==> src/design/wwd_pkg.sv <==
// Constants for the windowed watchdog and clock monitor.
// Assumes a 100 MHz mclk and an AXI4-Lite register bus with 32-bit data.
package wwd_pkg;

   // Register byte offsets
   localparam logic [7:0]  SVC_OFFS        = 8'h00;
   localparam logic [7:0]  STAT_OFFS       = 8'h04;

   // Service register fields
   localparam int          WIN_MSB         = 7;
   localparam int          WIN_LSB         = 6;
   localparam int          KEY_MSB         = 5;
   localparam int          KEY_LSB         = 1;
   localparam int          CMEN_BIT        = 0;
   localparam logic [4:0]  KEY_PATTERN     = 5'h0C;
   localparam logic [1:0]  WIN_RESET       = 2'h3;
   localparam logic        CMEN_RESET      = 1'b1;

   // Status register fields
   localparam int          ST_FAULT_BIT    = 0;
   localparam int          ST_CMERR_BIT    = 1;
   localparam int          ST_LOCK_BIT     = 2;
   localparam int          ST_BOOT_BIT     = 3;
   localparam int          ST_ARMED_BIT    = 4;
   localparam int          ST_ELAPSED_LSB  = 8;

   // Window limits in idle timer clocks
   localparam int          ELAPSED_W       = 17;
   localparam logic [16:0] LOWER_LIMIT     = 17'h00800;
   localparam logic [16:0] UPPER_BASE      = 17'h02000;

   // Fault pin release delay, within the 16 to 32 cycle band
   localparam int          HOLD_W          = 5;
   localparam logic [4:0]  FAULT_HOLD_CYC  = 5'h14;

   // Clock monitor timeout: between 200 us (5 kHz) and 100 ms (10 Hz)
   localparam int          CLK_MHZ         = 100;
   localparam int          CM_TIMEOUT_MS   = 10;
   localparam int          CM_TIMEOUT_CYC  = CM_TIMEOUT_MS * 1000 * CLK_MHZ;
   localparam int          CM_W            = 24;

   // AXI responses
   localparam logic [1:0]  RESP_OKAY       = 2'h0;
   localparam logic [1:0]  RESP_SLVERR     = 2'h2;

   // Fault sequencer states
   typedef enum logic [3:0] {
      FS_IDLE   = 4'b0001,
      FS_DRIVE  = 4'b0010,
      FS_HOLD   = 4'b0100,
      FS_WAITHI = 4'b1000
   } wwd_fault_e;

endpackage : wwd_pkg

==> src/design/wwd_top.sv <==
// Windowed watchdog with key-protected service register and clock monitor.
// Assumes idle timer ticks, mode and boot strobes come from mclk logic;
// the fault pin level and instruction clock ticks arrive from outside.
// What this block does
// - Service register: window select bits 7:6, key bits 5:1, monitor enable bit 0.
// - Matching key is fixed pattern 01100; software writes it on every service.
// - Lower service limit fixed at 2048 idle timer clocks.
// - Window select 0..3 gives upper limits 8k, 16k, 32k, 64k clocks.
// - Monitor enable bit 0 gates only the clock monitor's pin drive; the monitor error flag still sets.
// - All watchdog intervals count idle timer clocks.
// - Option bit low enables watchdog and makes port G bit 1 its output.
// - Inactive in reset; afterwards armed, window 11, monitor enabled.
// - Instruction clock too slow after reset raises a clock monitor error.
// - First key-matching write latches window and monitor enable until reset.
// - Later writes must match all fields; match restarts, mismatch errors.
// - Upper limit expiry without valid service is a watchdog error.
// - Service before the lower limit since the last one is an error.
// - Boot ROM entry suppresses lower-window error and services immediately.
// - Boot ROM services within upper limit and again on return.
// - On error drive pin low, hold 16-32 cycles after sensed low, release.
// - Service window restarts when the fault pin returns high.
// - Service writes during an active fault are ignored.
// - Clock error holds pin low until clock recovers, then 16-32 cycles.
// - Never reject instruction clock of 5 kHz, always reject below 10 Hz.
// - Reading the service register returns zeros in the key field.
// - Watchdog inhibited in halt and idle; clock monitor stays active.
// - Leaving idle mode performs a hardware service.
`timescale 1ns/100ps
module wwd_top #(
   parameter int CM_TIMEOUT = wwd_pkg::CM_TIMEOUT_CYC
) (
   // Clock, reset, enable
   input  wire logic        mclk,
   input  wire logic        nrst,
   input  wire logic        clkEn,
   // AXI4-Lite write address
   input  wire logic        awvalid,
   output logic             awready,
   input  wire logic [7:0]  awaddr,
   input  wire logic [2:0]  awprot,
   // AXI4-Lite write data
   input  wire logic        wvalid,
   output logic             wready,
   input  wire logic [31:0] wdata,
   input  wire logic [3:0]  wstrb,
   // AXI4-Lite write response
   output logic             bvalid,
   input  wire logic        bready,
   output logic [1:0]       bresp,
   // AXI4-Lite read address
   input  wire logic        arvalid,
   output logic             arready,
   input  wire logic [7:0]  araddr,
   input  wire logic [2:0]  arprot,
   // AXI4-Lite read data
   output logic             rvalid,
   input  wire logic        rready,
   output logic [31:0]      rdata,
   output logic [1:0]       rresp,
   // Core side events
   input  wire logic        optWdOff,
   input  wire logic        idleTick,
   input  wire logic        haltMode,
   input  wire logic        idleMode,
   input  wire logic        idleExit,
   input  wire logic        bootEnter,
   input  wire logic        bootExit,
   // Instruction clock tick from the oscillator domain
   input  wire logic        instrTick,
   // Fault pin (port_g_bit1), open drain
   input  wire logic        faultPinIn,
   output logic             faultPinOut,
   output logic             faultPinOeN
);

   // Register state
   logic [1:0]             winSel_q;
   logic                   cmEn_q;
   logic                   locked_q;
   logic                   lowerArmed_q;
   logic                   bootActive_q;
   logic [16:0]            elapsed_q;
   wwd_pkg::wwd_fault_e    fState_q;
   logic [4:0]             holdCnt_q;
   logic [23:0]            cmCnt_q;
   logic                   cmErr_q;
   logic [4:0]             cmRel_q;
   logic                   drvN_q;
   logic                   pinS1_q, pinS2_q;
   logic                   tckS1_q, tckS2_q, tckPrev_q;
   logic                   bvalid_q, rvalid_q, rdIsSvc_q;
   logic [1:0]             bresp_q, rresp_q;
   logic [31:0]            rdata_q;

   function automatic logic [16:0] upperLimit(input logic [1:0] sel);
      return wwd_pkg::UPPER_BASE << sel;
   endfunction : upperLimit

   // Bus handshakes
   logic wrFire, rdFire, svcWrite;
   assign awready     = clkEn & awvalid & wvalid & ~bvalid_q;
   assign wready      = awready;
   assign arready     = clkEn & ~rvalid_q;
   assign wrFire      = awready;
   assign rdFire      = arvalid & arready;
   assign svcWrite    = wrFire & (awaddr == wwd_pkg::SVC_OFFS) & wstrb[0];
   assign bvalid      = bvalid_q;
   assign bresp       = bresp_q;
   assign rvalid      = rvalid_q;
   assign rdata       = rdata_q;
   assign rresp       = rresp_q;
   assign faultPinOut = 1'b0;
   assign faultPinOeN = drvN_q;

   // Service decode
   logic       wdOn, inFault, keyOk, fullOk, early, svcOk, svcBad, wdRun, expire;
   logic       wdErr, hwSvc, pinHigh, restart;
   logic [7:0] wByte;
   assign wByte   = wdata[7:0];
   assign wdOn    = ~optWdOff;
   assign inFault = (fState_q != wwd_pkg::FS_IDLE);
   assign keyOk   = (wByte[wwd_pkg::KEY_MSB:wwd_pkg::KEY_LSB] == wwd_pkg::KEY_PATTERN);
   assign fullOk  = keyOk & (wByte[wwd_pkg::WIN_MSB:wwd_pkg::WIN_LSB] == winSel_q)
                    & (wByte[wwd_pkg::CMEN_BIT] == cmEn_q);
   assign early   = lowerArmed_q & ~bootActive_q
                    & (elapsed_q < wwd_pkg::LOWER_LIMIT);
   assign svcOk   = wdOn & svcWrite & ~inFault
                    & (locked_q ? (fullOk & ~early) : keyOk);
   assign svcBad  = wdOn & svcWrite & ~inFault
                    & ~(locked_q ? (fullOk & ~early) : keyOk);
   assign wdRun   = wdOn & ~inFault & ~haltMode & ~idleMode;
   assign expire  = wdRun & (elapsed_q >= upperLimit(winSel_q));
   assign wdErr   = svcBad | expire;
   assign hwSvc   = wdOn & ~inFault & (idleExit | bootEnter | bootExit);
   assign pinHigh = pinS2_q;
   assign restart = svcOk | hwSvc;

   // Pin and tick synchronisers
   always_ff @(posedge mclk) begin
      if (!nrst) begin
         pinS1_q   <= 1'b1;
         pinS2_q   <= 1'b1;
         tckS1_q   <= 1'b0;
         tckS2_q   <= 1'b0;
         tckPrev_q <= 1'b0;
      end else if (clkEn) begin
         pinS1_q   <= faultPinIn;
         pinS2_q   <= pinS1_q;
         tckS1_q   <= instrTick;
         tckS2_q   <= tckS1_q;
         tckPrev_q <= tckS2_q;
      end
   end

   // Service register and configuration lock
   always_ff @(posedge mclk) begin
      if (!nrst) begin
         winSel_q <= wwd_pkg::WIN_RESET;
         cmEn_q   <= wwd_pkg::CMEN_RESET;
         locked_q <= 1'b0;
      end else if (clkEn && svcOk && !locked_q) begin
         winSel_q <= wByte[wwd_pkg::WIN_MSB:wwd_pkg::WIN_LSB];
         cmEn_q   <= wByte[wwd_pkg::CMEN_BIT];
         locked_q <= 1'b1;
      end
   end

   // Lower window arming and boot ROM tracking
   always_ff @(posedge mclk) begin
      if (!nrst) begin
         lowerArmed_q <= 1'b0;
         bootActive_q <= 1'b0;
      end else if (clkEn) begin
         if (bootEnter) begin
            bootActive_q <= 1'b1;
         end else if (bootExit) begin
            bootActive_q <= 1'b0;
         end
         if (svcOk || (hwSvc && !bootEnter)) begin
            lowerArmed_q <= 1'b1;
         end
      end
   end

   // Elapsed idle timer count
   always_ff @(posedge mclk) begin
      if (!nrst) begin
         elapsed_q <= '0;
      end else if (clkEn) begin
         if (restart || (fState_q == wwd_pkg::FS_WAITHI && pinHigh)) begin
            elapsed_q <= '0;
         end else if (wdRun && idleTick && !expire) begin
            elapsed_q <= elapsed_q + 17'h00001;
         end
      end
   end

   // Watchdog fault sequencer
   always_ff @(posedge mclk) begin
      if (!nrst) begin
         fState_q  <= wwd_pkg::FS_IDLE;
         holdCnt_q <= '0;
      end else if (clkEn) begin
         case (fState_q)
            wwd_pkg::FS_IDLE: begin
               if (wdErr) begin
                  fState_q <= wwd_pkg::FS_DRIVE;
               end
            end
            wwd_pkg::FS_DRIVE: begin
               holdCnt_q <= '0;
               if (!pinHigh) begin
                  fState_q <= wwd_pkg::FS_HOLD;
               end
            end
            wwd_pkg::FS_HOLD: begin
               holdCnt_q <= holdCnt_q + 5'h01;
               if (holdCnt_q == wwd_pkg::FAULT_HOLD_CYC - 5'h01) begin
                  fState_q <= wwd_pkg::FS_WAITHI;
               end
            end
            wwd_pkg::FS_WAITHI: begin
               if (pinHigh) begin
                  fState_q <= wwd_pkg::FS_IDLE;
               end
            end
            default: fState_q <= wwd_pkg::FS_IDLE;
         endcase
      end
   end

   // Clock monitor: timeout on instruction clock ticks
   always_ff @(posedge mclk) begin
      if (!nrst) begin
         cmCnt_q <= '0;
         cmErr_q <= 1'b0;
         cmRel_q <= '0;
      end else if (clkEn) begin
         if (tckS2_q && !tckPrev_q) begin
            cmCnt_q <= '0;
            cmErr_q <= 1'b0;
         end else if (cmCnt_q >= CM_TIMEOUT[23:0] - 24'h000001) begin
            cmErr_q <= 1'b1;
         end else begin
            cmCnt_q <= cmCnt_q + 24'h000001;
         end
         if (cmErr_q) begin
            cmRel_q <= wwd_pkg::FAULT_HOLD_CYC;
         end else if (cmRel_q != 5'h00) begin
            cmRel_q <= cmRel_q - 5'h01;
         end
      end
   end

   // Shared fault pin drive, released to the weak pull-up
   always_ff @(posedge mclk) begin
      if (!nrst) begin
         drvN_q <= 1'b1;
      end else if (clkEn) begin
         drvN_q <= ~(wdOn & ((fState_q == wwd_pkg::FS_DRIVE)
                  | (fState_q == wwd_pkg::FS_HOLD)
                  | (cmEn_q & (cmErr_q | (cmRel_q != 5'h00)))));
      end
   end

   // AXI write response
   always_ff @(posedge mclk) begin
      if (!nrst) begin
         bvalid_q <= 1'b0;
         bresp_q  <= wwd_pkg::RESP_OKAY;
      end else if (clkEn) begin
         if (wrFire) begin
            bvalid_q <= 1'b1;
            if (awaddr == wwd_pkg::SVC_OFFS || awaddr == wwd_pkg::STAT_OFFS) begin
               bresp_q <= wwd_pkg::RESP_OKAY;
            end else begin
               bresp_q <= wwd_pkg::RESP_SLVERR;
            end
         end else if (bready) begin
            bvalid_q <= 1'b0;
         end
      end
   end

   // AXI read data
   always_ff @(posedge mclk) begin
      if (!nrst) begin
         rvalid_q  <= 1'b0;
         rdata_q   <= '0;
         rresp_q   <= wwd_pkg::RESP_OKAY;
         rdIsSvc_q <= 1'b0;
      end else if (clkEn) begin
         if (rdFire) begin
            rvalid_q  <= 1'b1;
            rdIsSvc_q <= (araddr == wwd_pkg::SVC_OFFS);
            rresp_q   <= wwd_pkg::RESP_OKAY;
            rdata_q   <= '0;
            if (araddr == wwd_pkg::SVC_OFFS) begin
               rdata_q[wwd_pkg::WIN_MSB:wwd_pkg::WIN_LSB] <= winSel_q;
               rdata_q[wwd_pkg::CMEN_BIT]                 <= cmEn_q;
            end else if (araddr == wwd_pkg::STAT_OFFS) begin
               rdata_q[wwd_pkg::ST_FAULT_BIT] <= inFault;
               rdata_q[wwd_pkg::ST_CMERR_BIT] <= cmErr_q;
               rdata_q[wwd_pkg::ST_LOCK_BIT]  <= locked_q;
               rdata_q[wwd_pkg::ST_BOOT_BIT]  <= bootActive_q;
               rdata_q[wwd_pkg::ST_ARMED_BIT] <= lowerArmed_q;
               rdata_q[wwd_pkg::ST_ELAPSED_LSB +: wwd_pkg::ELAPSED_W] <= elapsed_q;
            end else begin
               rresp_q <= wwd_pkg::RESP_SLVERR;
            end
         end else if (rready) begin
            rvalid_q <= 1'b0;
         end
      end
   end
endmodule : wwd_top

==> config.mk <==
export PLATFORM = sky130hd
export DESIGN_NAME = wwd_top
export DESIGN_NICKNAME = d
export VERILOG_FILES = /design/src/design/wwd_pkg.sv /design/src/design/wwd_top.sv
export SDC_FILE = /design/constraint.sdc
export NUM_CORES = 1
export LEC_CHECK = 0
export ABC_AREA = 1
export BUFFER_PORTS_ARGS = -buffer_cell sky130_fd_sc_hd__buf_4
export CORE_MARGIN = 2
export CORE_UTILIZATION = 40
export DETAILED_ROUTE_END_ITERATION = 12
export GPL_TIMING_DRIVEN = 0
export PLACE_DENSITY = 0.67
export SYNTH_ARGS = -nofsm -noshare
export SYNTH_HDL_FRONTEND = slang
export SYNTH_SLANG_ARGS = --single-unit
==> constraint.sdc <==
create_clock -name mclk -period 2.3 [get_ports mclk]
set_input_delay 0.575 -clock mclk [delete_from_list [all_inputs] [get_ports mclk]]
set_output_delay 0.575 -clock mclk [all_outputs]
set_load 0.05 [all_outputs]
# Word-level counts from Yosys, hierarchy flattened
# Cells that the tools add are included.
[totals]
word_cells = 152
regBits = 98
out_inout_bits = 43
[classes]
n_reduce_logical = 36
shift = 1
muxes = 30
n_eq_ne = 16
bitwise_logic = 40
n_lt_le_gt_ge = 3
add_sub_neg = 4
[op_table]
columns = ["cell", "n"]
rows = [
  ["2-to-1 mux 17 bit", 4],
  ["2-to-1 mux 24 bit", 2],
  ["adder 24 x 1 -> 24 bit, second input constant", 1],
  ["greater-or-equal comparator 24 x 20 -> 1 bit, second input constant", 1],
  ["AND 1 bit", 23],
  ["AND reduction 2 bit", 11],
  ["2-to-1 mux 4 bit", 5],
  ["adder 17 x 1 -> 17 bit, second input constant", 1],
  ["greater-or-equal comparator 17 bit", 1],
  ["less-than comparator 17 x 12 -> 1 bit, second input constant", 1],
  ["<< shifter 14 x 2 -> 17 bit, first input constant", 1],
  ["equality test 8 x 3 -> 1 bit, second input constant", 2],
  ["zero test 8 bit", 2],
  ["one-hot mux 4 bit (4 select lines)", 1],
  ["2-to-1 mux 5 bit", 3],
  ["nonzero test 2 bit", 7],
  ["2-to-1 mux 1 bit", 10],
  ["inequality test 2 bit, second input constant", 5],
  ["inverter 1 bit", 10],
  ["one-hot mux 5 bit (2 select lines)", 1],
  ["2-to-1 mux 2 bit", 4],
  ["logical AND 1 bit", 7],
  ["OR 1 bit", 7],
  ["adder 5 x 1 -> 5 bit, second input constant", 1],
  ["14 further kinds", 19],
]

# Logic depth before layout (Yosys ltp)
# Gate-level depths: netlist of run 1.
[logic_depth]
word_depth = 12
ltp_mapped = 15
ltp_nobuf = 14

# Least setup slack after synthesis of run 1
# No wires, ideal clock.
[synth_path]
kind = "input to register"
start = "input port clkEn"
end = "register rdata_q[15] (netlist: rdata[15])"
setup_time_ns = 0.070
arrival_ns = 2.470
cell_stages = 8
required_time_ns = 2.230
path_buffers = 2
slack_ns = -0.240
path_cell_list = "buf_6 inv_2 nor2_1 nand2_1 nor3b_2 buf_2 nand2_1 a21oi_1"
[synth_via]
elab_chain_cells = 3
[synth_rtl]
columns = ["item", "line_no", "source"]
rows = [
  ["start, declared", "wwd_top.sv:35", "input wire logic clkEn,"],
  ["AND 1 bit", "wwd_top.sv:103", "assign arready = clkEn & ~rvalid_q;"],
  ["via arready", "wwd_top.sv:52", "output logic arready,"],
  ["AND 1 bit", "wwd_top.sv:105", "assign rdFire = arvalid & arready;"],
  ["AND reduction 2 bit (no line)", "--", ""],
  ["end signal, assigned by index", "wwd_top.sv:299", "rdata_q[wwd_pkg::WIN_MSB:wwd_pkg::WIN_LSB] <= winSel_q;"],
  ["end signal, assigned by index", "wwd_top.sv:300", "rdata_q[wwd_pkg::CMEN_BIT] <= cmEn_q;"],
  ["end signal, assigned by index", "wwd_top.sv:302", "rdata_q[wwd_pkg::ST_FAULT_BIT] <= inFault;"],
  ["end, declared", "wwd_top.sv:93", "logic [31:0] rdata_q;"],
]
# The timed path passes the listed nets, and every way through them passes these cells.
# A chain may end at the register's enable or synchronous reset.

# Final worst setup path of run 1
[layout_path]
start = "register cmCnt_q[0]"
end = "register cmCnt_q[17]"
[layout_via]
elab_chain_cells = 3
word_cells_on_any_way = 6
[layout_rtl]
columns = ["item", "line_no", "source"]
rows = [
  ["start, declared", "wwd_top.sv:85", "logic [23:0] cmCnt_q;"],
  ["start signal, assigned", "wwd_top.sv:245", "cmCnt_q <= cmCnt_q + 24'h000001;"],
  ["adder 24 x 1 -> 24 bit / greater-or-equal comparator 24 x 20 -> 1 bit (equally long branches)", "wwd_top.sv:245, wwd_top.sv:242", ""],
  ["2-to-1 mux 24 bit / inequality test 2 bit (equally long branches)", "--", ""],
  ["2-to-1 mux 24 bit / AND reduction 2 bit (equally long branches)", "--", ""],
]
# Parallel ways exist; a longest one is shown, timed or not. The select of a mux whose other input is x is not followed.

==> results of run 1 <==
## worst register-to-register path: stages, from the launching register on
cell and delay, ns:
dfxtp_1 0.41, ha_2 0.24, nand2_1 0.12, nor2_4 0.16
nand2_1 0.12, nand3_1 0.09, nand4_1 0.11, nand3_1 0.11
buf_2 0.22, buf_4 0.21, nand3_1 0.08, a21oi_1 0.15
## state kept, by name, summed over array words and instances, names as in the netlist, 2 cells and up
signal	flops
holdCnt_q	5
elapsed_q	17
cmRel_q	5
winSel_q	2
fState_q	4
rdata	24
cmCnt_q	24
## worst paths after layout
check / start / end / slack [ns]
setup / recovery: cmCnt_q[0]$_SDFFE_PN0P_ / cmCnt_q[17]$_SDFFE_PN0P_ / 0.23
hold / removal: faultPinIn / pinS1_q$_SDFFE_PN1P_ / 0.43
setup reg to reg: cmCnt_q[0]$_SDFFE_PN0P_ / cmCnt_q[17]$_SDFFE_PN0P_ / 0.23
hold reg to reg: cmCnt_q[20]$_SDFFE_PN0P_ / cmCnt_q[20]$_SDFFE_PN0P_ / 0.45
## placed cells by master (no fill, tap or decap), types with 12 or more instances in the layout
master	n
dfxtp_1	96
inv_1	84
a21oi_1	73
nor2_1	88
clkbuf_1	12
nand3_1	67
o21ai_0	19
nand2_1	194
buf_4	85
nor3_1	17
## per-layer routing
metal | GRT usage, % | share of wire [%]
met3 | 5.07 | 3.9
met2 | 32.6 | 47
met5 | 0 | 0
met4 | 4.13 | 0.93
met1 | 24.8 | 48
## report_power, final
group / leakage [nW] / internal [mW] / total [mW] / switching (mW)
sequential: 0.778 / 1.76 / 1.84 / 0.0803
clock: 0.125 / 0.737 / 1.41 / 0.673
combinational: 1.71 / 0.362 / 1.04 / 0.680
total: 2.62 / 2.86 / 4.29 / 1.43
## what timing repair did
| action | CTS | global route |
|---|---|---|
| endpoints found under the hold margin | 0 | 0 |
| hold buffers | 0 | 0 |
| setup endpoints to repair | 0 | 9 |
| resized for setup | 0 | 2 |
## cells in the mapped netlist (6+ instances only)
master	instances
nand2_1	194
dfxtp_1	96
nor2_1	89
inv_1	84
a21oi_1	73
nand3_1	67
o21ai_0	19
nor3_1	17
buf_4	13
clkbuf_1	11
xor2_1	11
ha_1	10
nand4_1	9
buf_2	7
nand3_2	6
## logic make-up (layout without fill, tap and decap cells)
| family | Yosys count | count (layout) |
|---|---|---|
| and+or+nand+nor | 398 | 398 |
| buffers and inverters | 123 | 211 |
| AOI/OAI and AO/OA | 105 | 105 |
| DFF | 96 | 96 |
| xor gates and xnor gates | 15 | 15 |
| adders and majority gates | 10 | 10 |
| other | 1 | 11 |
## cell type report
| class | count | share of cell area (%) |
|---|---|---|
| Multi-Input combinational cell | 539 | 42.6 |
| Sequential cell | 96 | 31.6 |
| Clock buffer | 10 | 3.76 |
| Inverter | 87 | 5.37 |
| Tap cell | 168 | 3.45 |
| Clock inverter | 6 | 0.740 |
| Timing Repair Buffer | 72 | 8.88 |
| Buffer | 36 | 3.66 |
## through the flow
| step | hold slack (ns) | area [um^2] | utilization [%] | TNS [ns] | total power, mW |
|---|---|---|---|---|---|
| floorplan | 0.423 | 5050 | - | 0 | 2.65 |
| global placement | 0.436 | 5800 | 47.9 | 0 | 2.90 |
| detailed placement | 0.441 | 5800 | 47.9 | 0 | 2.91 |
| CTS | 0.428 | 6080 | 50.2 | 0 | 4.33 |
| global route | 0.445 | 6090 | 50.2 | -0.0148 | 4.54 |
| finish | 0.434 | 6090 | 50.2 | 0 | 4.29 |
==> impl_metrics.json, run 1 <==
{
  "path_common_cell": "nand3_1",
  "grt_use_total_pct": 19.2,
  "dpl_worst_slack_ns": 0.0123,
  "grt_max_degree": 17,
  "reg2regPathDepth": 11,
  "synth_seq_area_share_pct": 38.4,
  "final_antenna_net_count": 0,
  "dpl.cell_count": 998,
  "setup_viol": 0,
  "yosysUniqueCellTypes": 38,
  "first_iter_violations": 246,
  "status": "complete, no violations",
  "drive_gt1_share_pct": 15.6,
  "slowest_stage": "dfxtp_1",
  "fillers": 1271,
  "worstSkewPairLatency_ns": 0.35,
  "cts-root-buf": "clkbuf_16",
  "cts_buffers": 9,
  "critical_path.top_delay_family": "simple AND/OR/NAND/NOR gates",
  "seq_area_um2": 1920,
  "endpoint_kind": "flip-flop",
  "synth_mux_area_share_pct": 0,
  "drc_errors": 0,
  "die_y_um": 116,
  "crit_chain": "ha_2, nand2_1, nor2_4, nand2_1, nand3_1, nand4_1, nand3_1, buf_2, buf_4, nand3_1, a21oi_1",
  "synth_top_family_by_area": "simple AND/OR/NAND/NOR gates",
  "dr.pass1.iters": 4,
  "synth-adder-area-share_pct": 2.50,
  "cts_tree": "done",
  "clock_skew_ns": 0.00722,
  "period_needed_ns": 2.07,
  "grt_pass1_wl_um": 20700,
  "synth_area_um2": 5010,
  "cts.clk_slew.worst_paths_ns": 0.07,
  "wl_um": 12400,
  "synthArstFlopShare_pct": 0,
  "cp.required_ns": 2.58,
  "synth_area_leaders": "dfxtp_1, nand2_1, a21oi_1, nand3_1, nor2_1",
  "via_per_inst": 4.73,
  "fin_cells": 1014,
  "critical-path-max-stage-delay_ns": 0.41,
  "worst-path-buf-inv": 2,
  "port_buffers": 72,
  "vias": 4798,
  "top_level_ports": 118,
  "dieArea_um2": 13400,
  "multiInputGateArea_um2": 2590,
  "synth_compound_area_share_pct": 11.2,
  "coreArea_um2": 12100,
  "grt_pass1_vias": 4432,
  "min_path_cells": 3,
  "hold_viol_final": 0,
  "clk_path_buf_depth": 2,
  "initial_core_util_pct": 41.4,
  "syn_to_final_growth_pct": 21.5,
  "avgSynthCellArea_um2": 6.70,
  "die_x_um": 116,
  "gp_congestion": 0.929,
  "antenna_found_initial": 0,
  "startpoint_type": "flip-flop",
  "antennaDiodeCount": 0,
  "overflow": 0,
  "ir_drop_v": 0.000598,
  "ys.flop_type": "dfxtp_1",
  "avgRoutedWirePerCell_um": 12.2,
  "min_period_over_period_pct": 90.1,
  "p_per_area_nw_per_um2": 705,
  "maxCapViolCount": 0,
  "synth-simple-area-share_pct": 34.2,
  "synth_edf_count": 0,
  "drv_slew": 0,
  "rows": 40,
  "h-tree-depth": 3,
  "worstHoldPathType": "in -> reg",
  "syn_inst": 748,
  "max_freq_ghz": 0.483,
  "ys_ff_latch": 96,
  "yosysTopAreaCellShare_pct": 38.4,
  "synthXorXnorAreaFrac_pct": 2.62,
  "layout.nets": 926,
  "cp_num_cells": 11,
  "synth_top_area_cell": "dfxtp_1",
  "path_max_fanout": 10,
  "path_class": "reg -> reg",
  "crit_arrival_ns": 2.35,
  "dp_hpwl_um": 9350,
  "final.setup.worst_slack_ns": 0.228,
  "leakagePower_nw": 2.62,
  "cts_setup_buffers": 0,
  "tightest_slew_ns": 0.832,
  "relSlewSlack_pct": 44.1,
  "clock-sinks": 96,
  "yosysWarnings": 0
}
No activity file was read; power rests on OpenSTA's default activity.
==> run 2: changes to the inputs <==
--- a/config.mk
+++ b/config.mk
@@ -5,13 +5,12 @@
 export SDC_FILE = /design/constraint.sdc
 export NUM_CORES = 1
 export LEC_CHECK = 0
-export ABC_AREA = 1
 export BUFFER_PORTS_ARGS = -buffer_cell sky130_fd_sc_hd__buf_4
 export CORE_MARGIN = 2
 export CORE_UTILIZATION = 40
 export DETAILED_ROUTE_END_ITERATION = 12
 export GPL_TIMING_DRIVEN = 0
-export PLACE_DENSITY = 0.67
+export PLACE_DENSITY = 0.68
 export SYNTH_ARGS = -nofsm -noshare
 export SYNTH_HDL_FRONTEND = slang
 export SYNTH_SLANG_ARGS = --single-unit
==> constraint.sdc (replaced) <==
create_clock -name mclk -period 2 [get_ports mclk]
set_input_delay 0.5 -clock mclk [delete_from_list [all_inputs] [get_ports mclk]]
set_output_delay 0.5 -clock mclk [all_outputs]
set_load 0.05 [all_outputs]
==> run 2 against run 1 <==
  * The run now ends with setup timing left
  * Core utilization grew 6.8 points
  * Setup slack lost 0.35 ns
  * Critical endpoint is now elapsed_q[5]$_SDFFE_PN0P_
  * Synthesized area shrank 11%
==> impl_metrics.json, run 2 <==
{
  "status": "complete, but fails checks",
  "violations": "setup timing",
  "syn_to_final_growth_pct": 38.8,
  "relSlewSlack_pct": 54.1,
  "ir_drop_v": 0.000372,
  "drive_gt1_share_pct": 35.4,
  "ys_ff_latch": 96,
  "clk_path_buf_depth": 2,
  "coreArea_um2": 10900,
  "total_power_mw": 4.05,
  "h-tree-depth": 3,
  "whs_ns": 0.358,
  "drc_errors": 0,
  "avgRoutedWirePerCell_um": 15.9,
  "syn_inst": 514,
  "worstSkewPairLatency_ns": 0.37,
  "synth_area_leaders": "dfxtp_1, nor2_1, xor2_1, a22oi_1, nand2_1",
  "crit_arrival_ns": 2.39,
  "wl_met1_um": 5140,
  "clock-sinks": 96,
  "final.setup.worst_slack_ns": -0.118,
  "vias": 4253,
  "rows": 38,
  "top_layer": "met4",
  "synth_top_area_cell": "dfxtp_1",
  "mostFrequentLayoutCell": "buf_4",
  "fin_area_um2": 6210,
  "layout.nets": 728,
  "initial_core_util_pct": 41.1,
  "antenna_found_initial": 0,
  "synth_edf_count": 0,
  "yosysTopAreaCellShare_pct": 43.0,
  "dr_wl_met2_um": 6450,
  "synth_common_cells": "dfxtp_1, nor2_1, nand2_1",
  "drv_slew": 0,
  "antennaDiodeCount": 0,
  "setup_viol": 18,
  "gp_congestion": 0.884,
  "synth-adder-area-share_pct": 2.80,
  "period_needed_ns": 2.12,
  "wl_um": 12500,
  "synth_mux_area_share_pct": 2.01,
  "via_per_inst": 5.41,
  "final_cell_mix": "buf_4, dfxtp_1, nor2_1",
  "leakagePower_nw": 2.46,
  "cts_tree": "done",
  "synthMostInstantiatedCell": "dfxtp_1",
  "path_class": "reg -> reg",
  "max_freq_ghz": 0.472,
  "grt_use_total_pct": 20.6,
  "p_per_area_nw_per_um2": 653,
  "cts_hold_buf": 0,
  "worstHoldPathType": "in -> reg",
  "die_y_um": 110,
  "first_iter_violations": 210,
  "synth_compound_area_share_pct": 15.0,
  "synth_area_um2": 4470,
  "path_max_fanout": 7,
  "clock_skew_ns": 0.0133,
  "yosysUniqueCellTypes": 63,
  "tightest_slew_ns": 0.689,
  "final_antenna_net_count": 0,
  "cts.clk_slew.worst_paths_ns": 0.10,
  "rsz0062_at_grt": "true",
  "synthXorXnorAreaFrac_pct": 6.46,
  "maxCapViolCount": 0,
  "post-route-util_pct": 57.0,
  "placed_area_um2": 5290,
  "synthArstFlopShare_pct": 0,
  "synth-simple-area-share_pct": 25.1,
  "min_period_over_period_pct": 106,
  "port_buffers": 73,
  "grt_max_degree": 15,
  "overflow": 0,
  "startpoint_type": "flip-flop",
  "dr_wl_met3_um": 648,
  "top_level_ports": 118,
  "hold_viol_final": 0,
  "fillers": 953,
  "avgSynthCellArea_um2": 8.70,
  "ys.flop_type": "dfxtp_1",
  "dr.pass1.iters": 5,
  "die_x_um": 110,
  "cts-root-buf": "clkbuf_8",
  "grt_pass1_wl_um": 19000,
  "synth_top_family_by_area": "simple AND/OR/NAND/NOR gates",
  "cp.required_ns": 2.27,
  "yosysWarnings": 0,
  "dieArea_um2": 12000,
  "endpoint_kind": "flip-flop",
  "dp_hpwl_um": 8480,
  "cts_buffers": 9,
  "synth_seq_area_share_pct": 43.0,
  "grt_pass1_vias": 3903
}
-- run 2: cell count changes in the layout (fill, tap and decap cells not counted), moves of 14 or more --
| cell | change |
|---|---|
| a21oi_1 | -57 |
| nor2_1 | -16 |
| a22oi_1 | +25 |
| dfxtp_1 | -14 |
| buf_4 | +28 |
| inv_1 | -71 |
| nand3_1 | -57 |
| nand2_1 | -158 |
-- run 2: kinds of logic (layout without fill, tap and decap cells) --
family          count (synthesis)  count (layout)
flops                          96              96
fa+ha+maj                      10              10
compound gates                 94              94
other cells                     1              11
buf+inv                        48             170
mux                             9               9
xor+xnor                       33              33
simple gates                  223             223
-- run 2: routing by layer --
layer,vias up,track usage [%]
met2,125,36.1
met4,0,8.50
met3,22,4.15
li1,2048,-
met5,-,0
met1,2058,24.4
-- run 2: worst paths after layout --
| check | slack [ns] | cells past startpoint | end | startpoint |
|---|---|---|---|---|
| worst min-delay path | 0.36 | 3 | pinS1_q$_SDFFE_PN1P_ | faultPinIn |
| worst max register to register | -0.12 | 8 | elapsed_q[5]$_SDFFE_PN0P_ | fState_q[2]$_SDFFE_PN0P_ |
| worst max-delay path | -0.12 | 8 | elapsed_q[5]$_SDFFE_PN0P_ | fState_q[2]$_SDFFE_PN0P_ |
| worst min register to register | 0.47 | 2 | rresp[1]$_SDFFE_PN0P_ | rresp[1]$_SDFFE_PN0P_ |
-- run 2: cell type report --
| class | instances | area (um^2) | area share (%) |
|---|---|---|---|
| clock inverters | 2 | 38.8 | 0.625 |
| repair buffers | 111 | 880 | 14.2 |
| multi-input cells | 380 | 2750 | 44.3 |
| plain buffers | 31 | 205 | 3.31 |
| flip-flops and latches | 96 | 1950 | 31.5 |
| clock buffers | 12 | 155 | 2.50 |
| inverters | 14 | 52.6 | 0.846 |
| well taps | 140 | 175 | 2.82 |
-- run 2: per-stage QoR --
step	setup TNS, ns	cells	setup WS (ns)
2_1_floorplan	-0.811	524	-0.0964
6_report	-1.00	786	-0.118
4_1_cts	-0.708	772	-0.109
3_3_place_gp	-16.05	737	-0.704
3_5_place_dp	-17.13	737	-0.700
5_1_grt	-3.50	786	-0.199
-- run 2: power breakdown --
part | internal, mW | total [mW] | switching (mW)
clock | 0.639 | 1.32 | 0.678
combinational | 0.301 | 0.723 | 0.422
sequential | 1.96 | 2.01 | 0.0500
-- run 2: repair_timing --
| item | in CTS | in global routing |
|---|---|---|
| resized for setup | 54 | 65 |
| pin swaps | 16 | 23 |
| cloned | 1 | 0 |
| buffers inserted | 23 | 17 |
| setup endpoints to repair | 54 | 64 |
-- run 2: critical path, cell delays in order (launching register included) --
cell	delay [ns]
dfxtp_4	0.36
or4b_4	0.51
or2_1	0.26
buf_6	0.15
nor4_4	0.22
buf_6	0.18
nand3_1	0.09
xor2_1	0.21
nor2_2	0.05
==> run 3: changes to the inputs <==
--- a/config.mk
+++ b/config.mk
@@ -6,11 +6,13 @@
 export NUM_CORES = 1
 export LEC_CHECK = 0
 export BUFFER_PORTS_ARGS = -buffer_cell sky130_fd_sc_hd__buf_4
+export CELL_PAD_IN_SITES_DETAIL_PLACEMENT = 1
+export CELL_PAD_IN_SITES_GLOBAL_PLACEMENT = 2
 export CORE_MARGIN = 2
-export CORE_UTILIZATION = 40
+export CORE_UTILIZATION = 31
 export DETAILED_ROUTE_END_ITERATION = 12
 export GPL_TIMING_DRIVEN = 0
-export PLACE_DENSITY = 0.68
+export PLACE_DENSITY = 0.85
 export SYNTH_ARGS = -nofsm -noshare
 export SYNTH_HDL_FRONTEND = slang
 export SYNTH_SLANG_ARGS = --single-unit
==> run 3 against run 2 <==
  * The flow still finishes with violations (setup timing)
  * Global-route usage shrank 2.2 points
  * Maximum frequency up 0.60%
  * Critical endpoint is now cmCnt_q[17]$_SDFFE_PN0P_
  * Non-clock buffer count fell by 14
  * Sequential share of layout area is 0.14 points higher
  * Clock power up 27%
  * Flip-flop and latch count is the same
==> impl_metrics.json, run 3 (same netlist as run 2, synthesis figures left out) <==
{
  "die_x_um": 124,
  "cp.required_ns": 2.22,
  "cts_buffers": 9,
  "fin_cells": 814,
  "h-tree-depth": 3,
  "hold_start": "wdata[0]",
  "intPower_mw": 3.10,
  "violations": "setup timing",
  "clk_path_buf_depth": 2,
  "rows": 43,
  "seq_area_um2": 1950,
  "power_frac_comb_pct": 15.8,
  "final_cell_mix": "buf_4, dfxtp_1, nor2_1",
  "via_per_inst": 5.12,
  "endpoint_kind": "flip-flop",
  "r2r-start": "cmCnt_q[20]$_SDFFE_PN0P_",
  "syn_to_final_growth_pct": 38.1,
  "rsz0062_at_grt": "true",
  "grt_max_degree": 18,
  "clkPwrFrac_pct": 38.1,
  "sw_frac_of_total_pct": 29.3,
  "drc_errors": 0,
  "die_y_um": 124,
  "coreArea_um2": 14000,
  "vias": 4171,
  "clock-sinks": 96,
  "drv_slew": 0,
  "dieArea_um2": 15400,
  "maxCapViolCount": 0,
  "worstSkewPairLatency_ns": 0.35,
  "setup_tns_ns": -0.670,
  "total_power_mw": 4.38,
  "crit_arrival_ns": 2.33,
  "cp-startpoint": "cmCnt_q[20]$_SDFFE_PN0P_",
  "p_per_area_nw_per_um2": 709,
  "critical_path.top_delay_family": "compound AO/OA/AOI/OAI gates",
  "initial_core_util_pct": 32.0,
  "worstHoldPathType": "in -> reg",
  "final_antenna_net_count": 0,
  "ir_drop_v": 0.000413,
  "cts-root-buf": "clkbuf_16",
  "hold_viol_final": 0,
  "fin_area_um2": 6180,
  "layout.nets": 714,
  "p_seq_share_pct": 46.0,
  "gp_congestion": 0.789,
  "period_needed_ns": 2.11,
  "dp_hpwl_um": 9920,
  "clock_skew_ns": 0.00655,
  "first_iter_violations": 119,
  "setup_viol": 14,
  "p_switching_mw": 1.29,
  "port_buffers": 73,
  "wl_um": 14000,
  "startpoint_type": "flip-flop",
  "grt_use_total_pct": 18.4,
  "whs_ns": 0.379,
  "multiInputGateArea_um2": 2700,
  "path_class": "reg -> reg",
  "overflow": 0,
  "max_freq_ghz": 0.475,
  "slowest_stage": "a2111oi_4",
  "dpl.cell_count": 777,
  "antennaDiodeCount": 0,
  "leakagePower_nw": 2.46,
  "drive_gt1_share_pct": 32.6,
  "fillers": 1626,
  "worst-path-buf-inv": 1,
  "path_max_fanout": 5,
  "mostFrequentLayoutCell": "buf_4",
  "placed_area_um2": 5340,
  "cts_tree": "done",
  "antenna_found_initial": 0,
  "critical-path-max-stage-delay_ns": 0.41,
  "final.setup.worst_slack_ns": -0.105,
  "grt_pass1_wl_um": 21600,
  "grt_pass1_vias": 4303,
  "cts.clk_slew.worst_paths_ns": 0.07,
  "dr.pass1.iters": 4,
  "top_level_ports": 118,
  "tightest_slew_ns": 0.809,
  "min_period_over_period_pct": 105,
  "crit_chain": "nor4_4, nand2_2, a2111oi_4, o211ai_2, buf_6, o311ai_4, o41ai_2",
  "status": "complete, but fails checks",
  "relSlewSlack_pct": 45.3,
  "avgRoutedWirePerCell_um": 17.2
}
## run 3: final timing paths
path	endpoint	slack, ns	cells past startpoint
setup / recovery	cmCnt_q[17]$_SDFFE_PN0P_	-0.11	7
hold / removal	cmEn_q$_SDFFE_PN1P_	0.38	3
setup reg to reg	cmCnt_q[17]$_SDFFE_PN0P_	-0.11	7
hold reg to reg	rresp[1]$_SDFFE_PN0P_	0.47	2
## run 3: worst register-to-register path: cells and delay by family, from the launching register on
| kind | cells | cell delay, ns |
|---|---|---|
| AND/OR/NAND/NOR | 2 | 0.47 |
| flip-flops | 1 | 0.35 |
| buffers and inverters | 1 | 0.17 |
| AO/OA/AOI/OAI | 4 | 0.99 |
## run 3: through the flow
step	worst slack, ns	utilization [%]
final	-0.105	44.2
after detailed placement	-0.615	38.2
after global placement	-0.621	38.2
after global routing	-0.178	44.2
after CTS	-0.120	42.7
after floorplan	-0.0964	-
## run 3: repair_timing
item / in CTS / in global routing
pin swaps: 16 / 18
gates cloned: 2 / 0
buffers inserted: 18 / 5
endpoints found under the setup margin: 43 / 56
hold buffers: 0 / 0
gates resized for setup: 57 / 42
## run 3: layout make-up
| class | count | area share [%] |
|---|---|---|
| Inverter | 14 | 0.851 |
| Buffer | 30 | 3.14 |
| Sequential cell | 96 | 31.6 |
| Multi-Input combinational cell | 380 | 43.6 |
| Timing Repair Buffer | 98 | 12.6 |
| Clock inverter | 7 | 0.911 |
| Clock buffer | 9 | 3.65 |
| Tap cell | 180 | 3.65 |
## run 3: routing by layer
layer | vias to the layer above | GRT usage [%] | part of all wire, %
met4 | 0 | 5.20 | 1.7
li1 | 2040 | - | -
met3 | 18 | 4.26 | 3.3
met1 | 2052 | 20.8 | 40
met5 | - | 0 | 0
met2 | 61 | 34.1 | 55
## run 3: power by group through the flow
| stage | logic (mW) | clock network (mW) | registers, mW |
|---|---|---|---|
| finish | 0.694 | 1.67 | 2.02 |
| global route | 0.762 | 1.80 | 2.02 |
| CTS | 0.686 | 1.72 | 2.02 |
| detailed placement | 0.638 | 0 | 2.06 |
| global placement | 0.619 | 0 | 2.06 |
| floorplan | 0.410 | 0 | 2.08 |
